===== config.mk =====
export PLATFORM = sky130hd
export DESIGN_NAME = fsu_flex_serial_unit
export DESIGN_NICKNAME = d
export VERILOG_FILES = /design/src/hdl/fsu_pkg.sv /design/src/hdl/fsu_cfg_if.sv /design/src/hdl/fsu_flex_serial_unit.sv /design/src/hdl/fsu_pin_mux.sv /design/src/hdl/fsu_evt_gate.sv
export VERILOG_INCLUDE_DIRS = /design/src /design/src/hdl
export SDC_FILE = /design/constraint.sdc
export NUM_CORES = 1
export LEC_CHECK = 0
export BUFFER_PORTS_ARGS = -buffer_cell sky130_fd_sc_hd__clkbuf_2
export CELL_PAD_IN_SITES_DETAIL_PLACEMENT = 1
export CELL_PAD_IN_SITES_GLOBAL_PLACEMENT = 1
export CORE_MARGIN = 1
export CORE_UTILIZATION = 37
export CTS_BUF_LIST = sky130_fd_sc_hd__clkbuf_8
export DETAILED_ROUTE_END_ITERATION = 10
export HOLD_SLACK_MARGIN = 0.02
export PLACE_DENSITY_LB_ADDON = 0.3
export SYNTH_ARGS = -nofsm -noshare
export SYNTH_HDL_FRONTEND = slang
export SYNTH_SLANG_ARGS = --single-unit

===== constraint.sdc =====
create_clock -name mclk_i -period 3.1 [get_ports mclk_i]
set_input_delay 0.31 -clock mclk_i [delete_from_list [all_inputs] [get_ports mclk_i]]
set_output_delay 0.31 -clock mclk_i [all_outputs]
set_load 0.02 [all_outputs]

===== src/hdl/fsu_defs.svh =====
`ifndef FSU_DEFS_SVH
`define FSU_DEFS_SVH

// Byte offsets of the register words
`define FSU_OFS_ERR_IRQ_EN 12'h01c
`define FSU_OFS_TMR_IRQ_EN 12'h020
`define FSU_OFS_DMA_EN 12'h028
`define FSU_OFS_STATUS 12'h030
`define FSU_OFS_CTL 12'h080
`define FSU_OFS_CFG 12'h100
`define FSU_OFS_STRIDE 12'h004

// Writable bits of the enable, control and config registers, and the reset value of all
`define FSU_EN_MASK 32'h0000000f
`define FSU_CTL_MASK 32'h03830787
`define FSU_CFG_MASK 32'h00000133
`define FSU_RST_VAL 32'h00000000

// Shifter control fields
`define FSU_CTL_CLK_TIMER_SEL 25:24
`define FSU_CTL_EDGE 23
`define FSU_CTL_PCFG 17:16
`define FSU_CTL_PSEL 10:8
`define FSU_CTL_PPOL 7
`define FSU_CTL_MODE 2:0

// Shifter frame config fields
`define FSU_CFG_IN_SRC_SEL 8
`define FSU_CFG_STOP 5:4
`define FSU_CFG_START 1:0
`define FSU_BIT_ENA 1
`define FSU_BIT_LVL 0

`endif


===== src/hdl/fsu_pkg.sv =====
package fsu_pkg;

  typedef enum logic [2:0] {
    FSU_MODE_OFF = 3'h0,
    FSU_MODE_RX = 3'h1,
    FSU_MODE_TX = 3'h2,
    FSU_MODE_MSTORE = 3'h4,
    FSU_MODE_MCONT = 3'h5
  } fsu_mode_t;

  typedef enum logic [1:0] {
    FSU_PIN_IN = 2'h0,
    FSU_PIN_OD = 2'h1,
    FSU_PIN_CASC = 2'h2,
    FSU_PIN_PP = 2'h3
  } fsu_pin_cfg_t;

endpackage


===== src/hdl/fsu_cfg_if.sv =====
`timescale 1ns/100ps
interface fsu_cfg_if #(
  parameter int NSHF = 4,
  parameter int PSW = 3
);
  fsu_pkg::fsu_pin_cfg_t pin_cfg [NSHF];
  logic [PSW-1:0] pin_sel [NSHF];
  logic pin_pol [NSHF];
  logic in_src [NSHF];
  logic shf_out [NSHF];
  logic shf_in [NSHF];

  modport cfg_src (
    output pin_cfg, pin_sel, pin_pol, in_src, shf_out,
    input shf_in
  );
  modport pin_mux (
    input pin_cfg, pin_sel, pin_pol, in_src, shf_out,
    output shf_in
  );
endinterface


===== src/hdl/fsu_flex_serial_unit.sv =====
`timescale 1ns/100ps
`include "fsu_defs.svh"

module fsu_flex_serial_unit #(
  parameter int NSHF = 4,
  parameter int NTMR = 4,
  parameter int NPIN = 8
) (
  // Clock and reset
  input wire logic mclk_i,
  input wire logic rst_i,
  // Wishbone slave
  input wire logic wb_cyc_i,
  input wire logic wb_stb_i,
  input wire logic wb_we_i,
  input wire logic [11:0] wb_adr_i,
  input wire logic [3:0] wb_sel_i,
  input wire logic [31:0] wb_dat_i,
  output logic [31:0] wb_dat_o,
  output logic wb_ack_o,
  // Flags from the shifter and timer datapath
  input wire logic [NSHF-1:0] shf_err_flag_i,
  input wire logic [NSHF-1:0] shf_flag_i,
  input wire logic [NTMR-1:0] tmr_flag_i,
  // Timer clocks and frame bit enables
  input wire logic [NTMR-1:0] tmr_clk_i,
  input wire logic [NTMR-1:0] tmr_start_en_i,
  input wire logic [NTMR-1:0] tmr_stop_en_i,
  // Shifter serial data and frame bit sample strobes
  input wire logic [NSHF-1:0] shf_out_i,
  input wire logic [NSHF-1:0] start_smp_i,
  input wire logic [NSHF-1:0] stop_smp_i,
  output logic [NSHF-1:0] shf_in_o,
  // Per-shifter configuration, shift enables and frame errors
  output logic [NSHF-1:0][2:0] shf_mode_o,
  output logic [NSHF-1:0] shift_en_o,
  output logic [NSHF-1:0] tx_start_ins_o,
  output logic [NSHF-1:0] start_lvl_o,
  output logic [NSHF-1:0] first_shift_data_o,
  output logic [NSHF-1:0] tx_stop_ins_o,
  output logic [NSHF-1:0] stop_lvl_o,
  output logic [NSHF-1:0] frame_err_o,
  // Pins
  input wire logic [NPIN-1:0] pin_in_i,
  output logic [NPIN-1:0] pin_out_o,
  output logic [NPIN-1:0] pin_oe_o,
  // Events
  output logic irq_o,
  output logic [NSHF-1:0] dma_req_o
);

  function automatic logic [31:0] fsu_merge(input logic [31:0] old, input logic [31:0] dat,
                                            input logic [3:0] sel, input logic [31:0] mask);
    logic [31:0] res;
    res = old;
    for (int b = 0; b < 4; b++) begin
      if (sel[b]) begin
        res[8*b +: 8] = dat[8*b +: 8];
      end
    end
    return res & mask;
  endfunction

  logic ack_ff;
  logic [31:0] rd_ff;
  logic [31:0] err_irq_en_ff;
  logic [31:0] tmr_flag_irq_en_ff;
  logic [31:0] shf_flag_dma_en_ff;
  logic [31:0] shifter_control_ff [NSHF];
  logic [31:0] shifter_frame_config_ff [NSHF];
  logic [NTMR-1:0] tmr_clk_ff;
  logic [NSHF-1:0] shift_en_ff;
  logic [NSHF-1:0] frame_err_ff;
  logic [31:0] rd_data;
  logic [NSHF-1:0] hit_ctl;
  logic [NSHF-1:0] hit_cfg;

  fsu_cfg_if #(.NSHF(NSHF)) cfg_if ();

  // Bus decode; writes land on the edge at which ack is seen
  wire wb_req = wb_cyc_i & wb_stb_i;
  wire wb_take = wb_req & ~ack_ff;
  wire wr_en = wb_req & wb_we_i & ack_ff;
  wire [9:0] wadr = wb_adr_i[11:2];
  wire hit_err = wadr == 10'(`FSU_OFS_ERR_IRQ_EN >> 2);
  wire hit_tmr = wadr == 10'(`FSU_OFS_TMR_IRQ_EN >> 2);
  wire hit_dma = wadr == 10'(`FSU_OFS_DMA_EN >> 2);
  wire hit_sta = wadr == 10'(`FSU_OFS_STATUS >> 2);
  wire [31:0] status_word = {19'h0, irq_o, shf_flag_i, tmr_flag_i, shf_err_flag_i};

  always_ff @(posedge mclk_i or posedge rst_i) begin
    if (rst_i) begin
      ack_ff <= 1'b0;
      rd_ff <= `FSU_RST_VAL;
    end else begin
      ack_ff <= wb_take;
      if (wb_take) begin
        rd_ff <= rd_data;
      end
    end
  end

  always_ff @(posedge mclk_i or posedge rst_i) begin
    if (rst_i) begin
      err_irq_en_ff <= `FSU_RST_VAL;
      tmr_flag_irq_en_ff <= `FSU_RST_VAL;
      shf_flag_dma_en_ff <= `FSU_RST_VAL;
    end else if (wr_en) begin
      if (hit_err) begin
        err_irq_en_ff <= fsu_merge(err_irq_en_ff, wb_dat_i, wb_sel_i, `FSU_EN_MASK);
      end
      if (hit_tmr) begin
        tmr_flag_irq_en_ff <= fsu_merge(tmr_flag_irq_en_ff, wb_dat_i, wb_sel_i, `FSU_EN_MASK);
      end
      if (hit_dma) begin
        shf_flag_dma_en_ff <= fsu_merge(shf_flag_dma_en_ff, wb_dat_i, wb_sel_i, `FSU_EN_MASK);
      end
    end
  end

  always_ff @(posedge mclk_i or posedge rst_i) begin
    if (rst_i) begin
      tmr_clk_ff <= '0;
    end else begin
      tmr_clk_ff <= tmr_clk_i;
    end
  end

  // Unmapped words read as zero and ignore writes
  always_comb begin
    rd_data = `FSU_RST_VAL;
    if (hit_err) rd_data = err_irq_en_ff;
    if (hit_tmr) rd_data = tmr_flag_irq_en_ff;
    if (hit_dma) rd_data = shf_flag_dma_en_ff;
    if (hit_sta) rd_data = status_word;
    for (int i = 0; i < NSHF; i++) begin
      if (hit_ctl[i]) rd_data = shifter_control_ff[i];
      if (hit_cfg[i]) rd_data = shifter_frame_config_ff[i];
    end
  end

  genvar s;
  generate
    for (s = 0; s < NSHF; s++) begin : g_shf
      wire [11:0] ctl_adr = `FSU_OFS_CTL + 12'(s) * `FSU_OFS_STRIDE;
      wire [11:0] cfg_adr = `FSU_OFS_CFG + 12'(s) * `FSU_OFS_STRIDE;
      assign hit_ctl[s] = wadr == ctl_adr[11:2];
      assign hit_cfg[s] = wadr == cfg_adr[11:2];

      wire [1:0] tsel = shifter_control_ff[s][`FSU_CTL_CLK_TIMER_SEL];
      wire edge_pol = shifter_control_ff[s][`FSU_CTL_EDGE];
      wire [2:0] mode_raw = shifter_control_ff[s][`FSU_CTL_MODE];
      wire [1:0] start_cfg = shifter_frame_config_ff[s][`FSU_CFG_START];
      wire [1:0] stop_cfg = shifter_frame_config_ff[s][`FSU_CFG_STOP];

      // Reserved mode codes behave as disabled
      wire mode_ok = mode_raw == fsu_pkg::FSU_MODE_RX || mode_raw == fsu_pkg::FSU_MODE_TX ||
                     mode_raw == fsu_pkg::FSU_MODE_MSTORE || mode_raw == fsu_pkg::FSU_MODE_MCONT;
      wire is_tx = mode_raw == fsu_pkg::FSU_MODE_TX;
      wire is_chk = mode_raw == fsu_pkg::FSU_MODE_RX || mode_raw == fsu_pkg::FSU_MODE_MSTORE;
      assign shf_mode_o[s] = mode_ok ? mode_raw : fsu_pkg::FSU_MODE_OFF;

      // Edge of the selected timer clock
      wire clk_now = tmr_clk_i[tsel];
      wire clk_old = tmr_clk_ff[tsel];
      wire nxt_shift_en = edge_pol ? (clk_old & ~clk_now) : (clk_now & ~clk_old);

      wire start_on = start_cfg[`FSU_BIT_ENA] & tmr_start_en_i[tsel];
      wire stop_on = stop_cfg[`FSU_BIT_ENA] & tmr_stop_en_i[tsel];
      assign tx_start_ins_o[s] = is_tx & start_on;
      assign tx_stop_ins_o[s] = is_tx & stop_on;
      assign start_lvl_o[s] = start_cfg[`FSU_BIT_LVL];
      assign stop_lvl_o[s] = stop_cfg[`FSU_BIT_LVL];
      assign first_shift_data_o[s] = ~start_cfg[`FSU_BIT_ENA] & start_cfg[`FSU_BIT_LVL];

      wire bad_start = is_chk & start_on & start_smp_i[s] &
                       (cfg_if.shf_in[s] != start_cfg[`FSU_BIT_LVL]);
      wire bad_stop = is_chk & stop_on & stop_smp_i[s] &
                      (cfg_if.shf_in[s] != stop_cfg[`FSU_BIT_LVL]);
      wire nxt_frame_err = mode_raw == fsu_pkg::FSU_MODE_RX ? (bad_start | bad_stop) :
                           (is_chk & (bad_start | bad_stop));

      always_ff @(posedge mclk_i or posedge rst_i) begin
        if (rst_i) begin
          shifter_control_ff[s] <= `FSU_RST_VAL;
          shifter_frame_config_ff[s] <= `FSU_RST_VAL;
          shift_en_ff[s] <= 1'b0;
          frame_err_ff[s] <= 1'b0;
        end else begin
          if (wr_en && hit_ctl[s]) begin
            shifter_control_ff[s] <= fsu_merge(shifter_control_ff[s], wb_dat_i, wb_sel_i,
                                               `FSU_CTL_MASK);
          end
          if (wr_en && hit_cfg[s]) begin
            shifter_frame_config_ff[s] <= fsu_merge(shifter_frame_config_ff[s], wb_dat_i,
                                                    wb_sel_i, `FSU_CFG_MASK);
          end
          shift_en_ff[s] <= mode_ok & nxt_shift_en;
          frame_err_ff[s] <= nxt_frame_err;
        end
      end

      assign cfg_if.pin_cfg[s] = fsu_pkg::fsu_pin_cfg_t'(shifter_control_ff[s][`FSU_CTL_PCFG]);
      assign cfg_if.pin_sel[s] = shifter_control_ff[s][`FSU_CTL_PSEL];
      assign cfg_if.pin_pol[s] = shifter_control_ff[s][`FSU_CTL_PPOL];
      assign cfg_if.in_src[s] = shifter_frame_config_ff[s][`FSU_CFG_IN_SRC_SEL];
      assign cfg_if.shf_out[s] = shf_out_i[s];
      assign shf_in_o[s] = cfg_if.shf_in[s];
    end
  endgenerate

  assign wb_ack_o = ack_ff;
  assign wb_dat_o = rd_ff;
  assign shift_en_o = shift_en_ff;
  assign frame_err_o = frame_err_ff;

  fsu_pin_mux #(.NSHF(NSHF), .NPIN(NPIN)) u_pin_mux (
    .cfg(cfg_if.pin_mux),
    .pin_in_i(pin_in_i),
    .pin_out_o(pin_out_o),
    .pin_oe_o(pin_oe_o)
  );

  // Flags reach the gate as set by the datapath
  fsu_evt_gate #(.NSHF(NSHF), .NTMR(NTMR)) u_evt_gate (
    .mclk_i(mclk_i),
    .rst_i(rst_i),
    .shf_err_flag_i(shf_err_flag_i),
    .err_irq_en_i(err_irq_en_ff[NSHF-1:0]),
    .tmr_flag_i(tmr_flag_i),
    .tmr_flag_irq_en_i(tmr_flag_irq_en_ff[NTMR-1:0]),
    .shf_flag_i(shf_flag_i),
    .shf_flag_dma_en_i(shf_flag_dma_en_ff[NSHF-1:0]),
    .irq_o(irq_o),
    .dma_req_o(dma_req_o)
  );

  property p_ack_pulse;
    @(posedge mclk_i) disable iff (rst_i)
      (wb_req && !wb_ack_o) |=> wb_ack_o ##1 !wb_ack_o;
  endproperty
  a_ack_pulse: assert property (p_ack_pulse) else $error("ack not one cycle after request");

  property p_reset_clear;
    @(posedge mclk_i) disable iff (rst_i)
      $past(rst_i) |-> (shifter_control_ff[0] == '0 && err_irq_en_ff == '0);
  endproperty
  a_reset_clear: assert property (p_reset_clear) else $error("config not clear after reset");

  property p_ctl_write;
    @(posedge mclk_i) disable iff (rst_i)
      (wr_en && hit_ctl[0] && wb_sel_i == 4'hf)
      |=> shifter_control_ff[0] == ($past(wb_dat_i) & `FSU_CTL_MASK);
  endproperty
  a_ctl_write: assert property (p_ctl_write) else $error("control write lost");

  property p_shift_rise;
    @(posedge mclk_i) disable iff (rst_i)
      (g_shf[0].mode_ok && !g_shf[0].edge_pol && tmr_clk_i[g_shf[0].tsel] &&
       !tmr_clk_ff[g_shf[0].tsel]) |=> shift_en_o[0];
  endproperty
  a_shift_rise: assert property (p_shift_rise) else $error("rising shift edge missed");

  property p_shift_fall;
    @(posedge mclk_i) disable iff (rst_i)
      (g_shf[0].edge_pol && tmr_clk_i[g_shf[0].tsel]) |=> !shift_en_o[0];
  endproperty
  a_shift_fall: assert property (p_shift_fall) else $error("shift on wrong edge");

  property p_pin_pp;
    @(posedge mclk_i) disable iff (rst_i)
      cfg_if.pin_cfg[0] == fsu_pkg::FSU_PIN_PP |->
      (pin_oe_o[cfg_if.pin_sel[0]] &&
       pin_out_o[cfg_if.pin_sel[0]] == (shf_out_i[0] ^ cfg_if.pin_pol[0]));
  endproperty
  a_pin_pp: assert property (p_pin_pp) else $error("push-pull pin wrong");

  property p_pin_od;
    @(posedge mclk_i) disable iff (rst_i)
      (cfg_if.pin_cfg[0] == fsu_pkg::FSU_PIN_OD && (shf_out_i[0] ^ cfg_if.pin_pol[0]))
      |-> !pin_oe_o[cfg_if.pin_sel[0]];
  endproperty
  a_pin_od: assert property (p_pin_od) else $error("open drain drove high");

  property p_in_src;
    @(posedge mclk_i) disable iff (rst_i)
      cfg_if.in_src[0] |-> shf_in_o[0] == shf_out_i[1];
  endproperty
  a_in_src: assert property (p_in_src) else $error("cascade input wrong");

  property p_start_err;
    @(posedge mclk_i) disable iff (rst_i)
      (g_shf[0].is_chk && g_shf[0].start_on && start_smp_i[0] &&
       shf_in_o[0] != start_lvl_o[0]) |=> frame_err_o[0];
  endproperty
  a_start_err: assert property (p_start_err) else $error("start bit error missed");

endmodule


===== src/hdl/fsu_pin_mux.sv =====
`timescale 1ns/100ps
module fsu_pin_mux #(
  parameter int NSHF = 4,
  parameter int NPIN = 8
) (
  // Configuration and serial data
  fsu_cfg_if.pin_mux cfg,
  // Pins
  input wire logic [NPIN-1:0] pin_in_i,
  output logic [NPIN-1:0] pin_out_o,
  output logic [NPIN-1:0] pin_oe_o
);

  // Lower shifter index wins when two shifters claim one pin
  always_comb begin
    logic drv;
    drv = 1'b0;
    pin_out_o = '0;
    pin_oe_o = '0;
    for (int s = NSHF - 1; s >= 0; s--) begin
      drv = cfg.shf_out[s] ^ cfg.pin_pol[s];
      unique case (cfg.pin_cfg[s])
        fsu_pkg::FSU_PIN_IN: begin
        end
        fsu_pkg::FSU_PIN_OD: begin
          pin_out_o[cfg.pin_sel[s]] = 1'b0;
          pin_oe_o[cfg.pin_sel[s]] = ~drv;
        end
        fsu_pkg::FSU_PIN_CASC, fsu_pkg::FSU_PIN_PP: begin
          pin_out_o[cfg.pin_sel[s]] = drv;
          pin_oe_o[cfg.pin_sel[s]] = 1'b1;
        end
      endcase
    end
  end

  genvar s;
  generate
    for (s = 0; s < NSHF; s++) begin : g_in
      if (s < NSHF - 1) begin : g_casc
        assign cfg.shf_in[s] = cfg.in_src[s] ? cfg.shf_out[s+1] :
                               (pin_in_i[cfg.pin_sel[s]] ^ cfg.pin_pol[s]);
      end else begin : g_last
        assign cfg.shf_in[s] = pin_in_i[cfg.pin_sel[s]] ^ cfg.pin_pol[s];
      end
    end
  endgenerate

endmodule


===== src/hdl/fsu_evt_gate.sv =====
`timescale 1ns/100ps
module fsu_evt_gate #(
  parameter int NSHF = 4,
  parameter int NTMR = 4
) (
  // Clock and reset, used by checks only
  input wire logic mclk_i,
  input wire logic rst_i,
  // Flags and enables
  input wire logic [NSHF-1:0] shf_err_flag_i,
  input wire logic [NSHF-1:0] err_irq_en_i,
  input wire logic [NTMR-1:0] tmr_flag_i,
  input wire logic [NTMR-1:0] tmr_flag_irq_en_i,
  input wire logic [NSHF-1:0] shf_flag_i,
  input wire logic [NSHF-1:0] shf_flag_dma_en_i,
  // Requests
  output logic irq_o,
  output logic [NSHF-1:0] dma_req_o
);

  wire [NSHF-1:0] err_pend = shf_err_flag_i & err_irq_en_i;
  wire [NTMR-1:0] tmr_pend = tmr_flag_i & tmr_flag_irq_en_i;

  assign irq_o = (|err_pend) | (|tmr_pend);
  assign dma_req_o = shf_flag_i & shf_flag_dma_en_i;

  property p_err_irq;
    @(posedge mclk_i) disable iff (rst_i)
      (shf_err_flag_i[0] && err_irq_en_i[0]) |-> irq_o;
  endproperty
  a_err_irq: assert property (p_err_irq) else $error("error flag did not raise irq");

  property p_tmr_irq;
    @(posedge mclk_i) disable iff (rst_i)
      (tmr_flag_i[3] && tmr_flag_irq_en_i[3]) |-> irq_o;
  endproperty
  a_tmr_irq: assert property (p_tmr_irq) else $error("timer flag did not raise irq");

  property p_irq_quiet;
    @(posedge mclk_i) disable iff (rst_i)
      ((shf_err_flag_i & err_irq_en_i) == '0 && (tmr_flag_i & tmr_flag_irq_en_i) == '0)
      |-> !irq_o;
  endproperty
  a_irq_quiet: assert property (p_irq_quiet) else $error("irq without enabled flag");

  property p_dma_gate;
    @(posedge mclk_i) disable iff (rst_i)
      (shf_flag_i[0] && !shf_flag_dma_en_i[0]) |-> !dma_req_o[0];
  endproperty
  a_dma_gate: assert property (p_dma_gate) else $error("dma request while disabled");

endmodule


==> flow_summary.yaml <==
sta:
  period_needed_ps: 3002
  finalMaxSlewViolations: 0
  hold_violations: 0
  grt_setup_unrepaired: "false"
  max_slew_margin_pct: 47.87
  skew_ps: 12.55
  fmax_mhz: 333.1
  period_share_pct: 96.83
  finalSetupViolations: 0
  setup_tns_ps: 0
  worst_slew_pin_slew_ps: 780.3
  fin_ws_ps: 98.25
floorplanning:
  die_y_um: 143.1
  io_pins: 195
  die_area_mm2: 0.02048
  rows: 51
  start_util_pct: 37.86
  die_x_um: 143.1
  core_area_mm2: 0.01946
clock_network:
  tritoncts: "done"
  cts_max_level: 3
  clk_pin_slew_ps: 120
  clock-sinks: 111
  cts_root_buffer: "clkbuf_8"
  cts_buffers: 9
  clkLatencyLatePin_ps: 400
  hold_buffers: 0
  post_cts_buffers: 0
  cts.path.max_buffers: 2
detailed_routing:
  viasPerCell: 5.825
  drc: 0
  drt-total-wl_mm: 26.18
  drt_iter0_markers: 456
  antenna_left: 0
  drtPass1Iterations: 5
  vias: 6973
  wl_per_cell_um: 21.87
grt:
  grt_usage_pct: 26.72
  overflow: 0
  antenna_found_initial: 0
  use_met2_pct: 42.34
  grt_max_degree: 45
  grt_pass1_vias: 6893
  grt.busiest_layer: "met2"
  grt.met1_usage_pct: 37.01
  use_met3_pct: 4.997
  grt_first_pass_wirelength_mm: 40.82
layout:
  insertedDiodeCount: 0
  post-route-util_pct: 44.38
  area_growth_pct: 17.24
  post_layout_nonfiller_instances: 1197
  nFillCells: 2342
  layout.nets: 1024
  drive_above_1_share_pct: 33.80
placement:
  dp_hpwl_mm: 20.66
  gp_congestion: 0.8997
  post-place-ws_ps: 411.6
  placed_cells: 1181
  numPortBuffers: 161
setup_path:
  cp-end-kind: "output pin"
  crit_type: "flip-flop to output pin"
  cp-start-kind: "flip-flop"
  cp_max_fo: 11
  cp_data_arrival_time_ps: 2690
  critical_path_required_ps: 2790
yosys:
  synthMostInstantiatedCell: "dfrtp_1"
  syn_area_per_cell_um2: 9.434
  synthCells: 781
  ys_ff_latch: 111
  ys.flop_type: "dfrtp_1"
  ys_types: 67
  synthArstFlopShare_pct: 100.0
  seq_area_frac_synth_pct: 37.70
  ys_top_cells_by_area: "dfrtp_1 (38%), mux2_2 (11%), mux4_2 (5.5%)"
  netlist_area_mm2: 0.007368
  yosysTopAreaCell: "dfrtp_1"
  yosysTopAreaCellShare_pct: 37.70
  yosys_warnings: 0
  synth_edf_count: 0
  yosys-top-cells-count: "dfrtp_1 (111), nor2_1 (89), mux2_2 (73)"
min_path:
  hold_class: "input pin to asynchronous set/reset pin"
job:
  maxCapViolations: 0
run_status:
  status: "finished clean"
pwr:
  power_leakage_uw: 0.003922
  vdd_drop_max_uv: 262.7
  power_density_mw_per_mm2: 317.1
metrics by stage:
step                cell area [um^2]  hold slack, ps  power (uW)
floorplan                       7421           341.4        1690
global placement                8433           454.9        1837
detailed placement              8433           467.4        1842
CTS                             8637           43.67        2762
global route                    8638           52.60        2848
finish                          8638           12.32        2739
cells by family (layout without fill, tap and decap cells):
family	count (synthesis)	in the layout	synth area share [%]
simple gates	298	298	21.18
compound gates	183	183	17.03
flops	111	111	37.70
mux	95	95	17.20
buf+inv	81	219	5.417
xor+xnor	12	12	1.426
other cells	1	14	0.05089
path summary, 6_finish.rpt:
path	to	start	slack (ps)	cells after the start
setup / recovery	shf_in_o[1]	cfg_if.pin_sel[7]$_DFFE_PP0P_	100	6
hold / removal	frame_err_o[2]$_DFF_PP0_	rst_i	10	2
setup reg to reg	frame_err_o[1]$_DFF_PP0_	cfg_if.pin_sel[7]$_DFFE_PP0P_	580	6
hold reg to reg	wb_dat_o[12]$_DFFE_PP0P_	wb_dat_o[12]$_DFFE_PP0P_	480	2
max in group asynchronous	err_irq_en_ff[1]$_DFFE_PP0P_	rst_i	2190	3
min in group mclk_i	tmr_clk_ff[3]$_DFF_PP0_	tmr_clk_i[3]	60	1
layout make-up:
class	instances	area, um^2	share of cell area [%]
clock buffer	9	123.9	1.434
clock inverter	7	80.08	0.9270
inverter	16	63.81	0.7387
multi-input combinational	602	4247	49.16
sequential	111	2779	32.17
tap	265	331.6	3.838
timing repair buffer	187	1013	11.73
state kept, by name (all words and copies together) (netlist names), 8 cells and up:
name	cells
g_shf.mode_raw	12
wb_dat_o	18
cfg_if.pin_cfg	8
cfg_if.pin_sel	12
g_shf.tsel	8
metal layers:
layer  up-vias  share of wire [%]
li1       3179                  -
met1      3530                 45
met2       231                 47
met3        33                6.1
met4         0                2.1
met5         -                  0
critical path, cell delays in order, from the launching register on:
cell and delay (ps):
dfrtp_1 620, mux2_2 380, a221o_1 290, a22o_1 270, xnor2_1 140, o21ai_1 340, clkbuf_2 250
repair_timing:
action | 4_1_cts | 5_1_grt
cloned | 0 | 0
resized for setup | 1 | 1
endpoints found under the setup margin | 1 | 1
power by group:
part           total (uW)  switching, uW  internal, uW
Clock                 926            542           384
Sequential           1480           16.1          1470
Combinational         329            216           113
layout by cell type (no fill, tap or decap), types with 5 or more instances in the layout:
cell type,count
nor3_1,12
o21ai_0,42
nand4_1,11
clkbuf_2,161
dfrtp_1,110
a22o_1,5
xnor2_1,6
and2_1,10
a2bb2oi_1,7
or3b_2,6
a31oi_1,9
nand2_1,71
a32oi_1,5
a21oi_1,22
xor2_1,6
mux2_2,73
clkbuf_8,9
nand2b_1,8
conb_1,14
o22ai_1,20
a21o_1,5
a222oi_1,9
nand3_1,15
mux4_2,18
and3_1,13
a22oi_1,17
buf_4,25
o32ai_1,8
nor2b_1,11
nor2_1,89
nand3b_1,16
or3_1,5
inv_1,15
nor3b_1,7
Note: power is estimated with default switching activity, not from simulation.
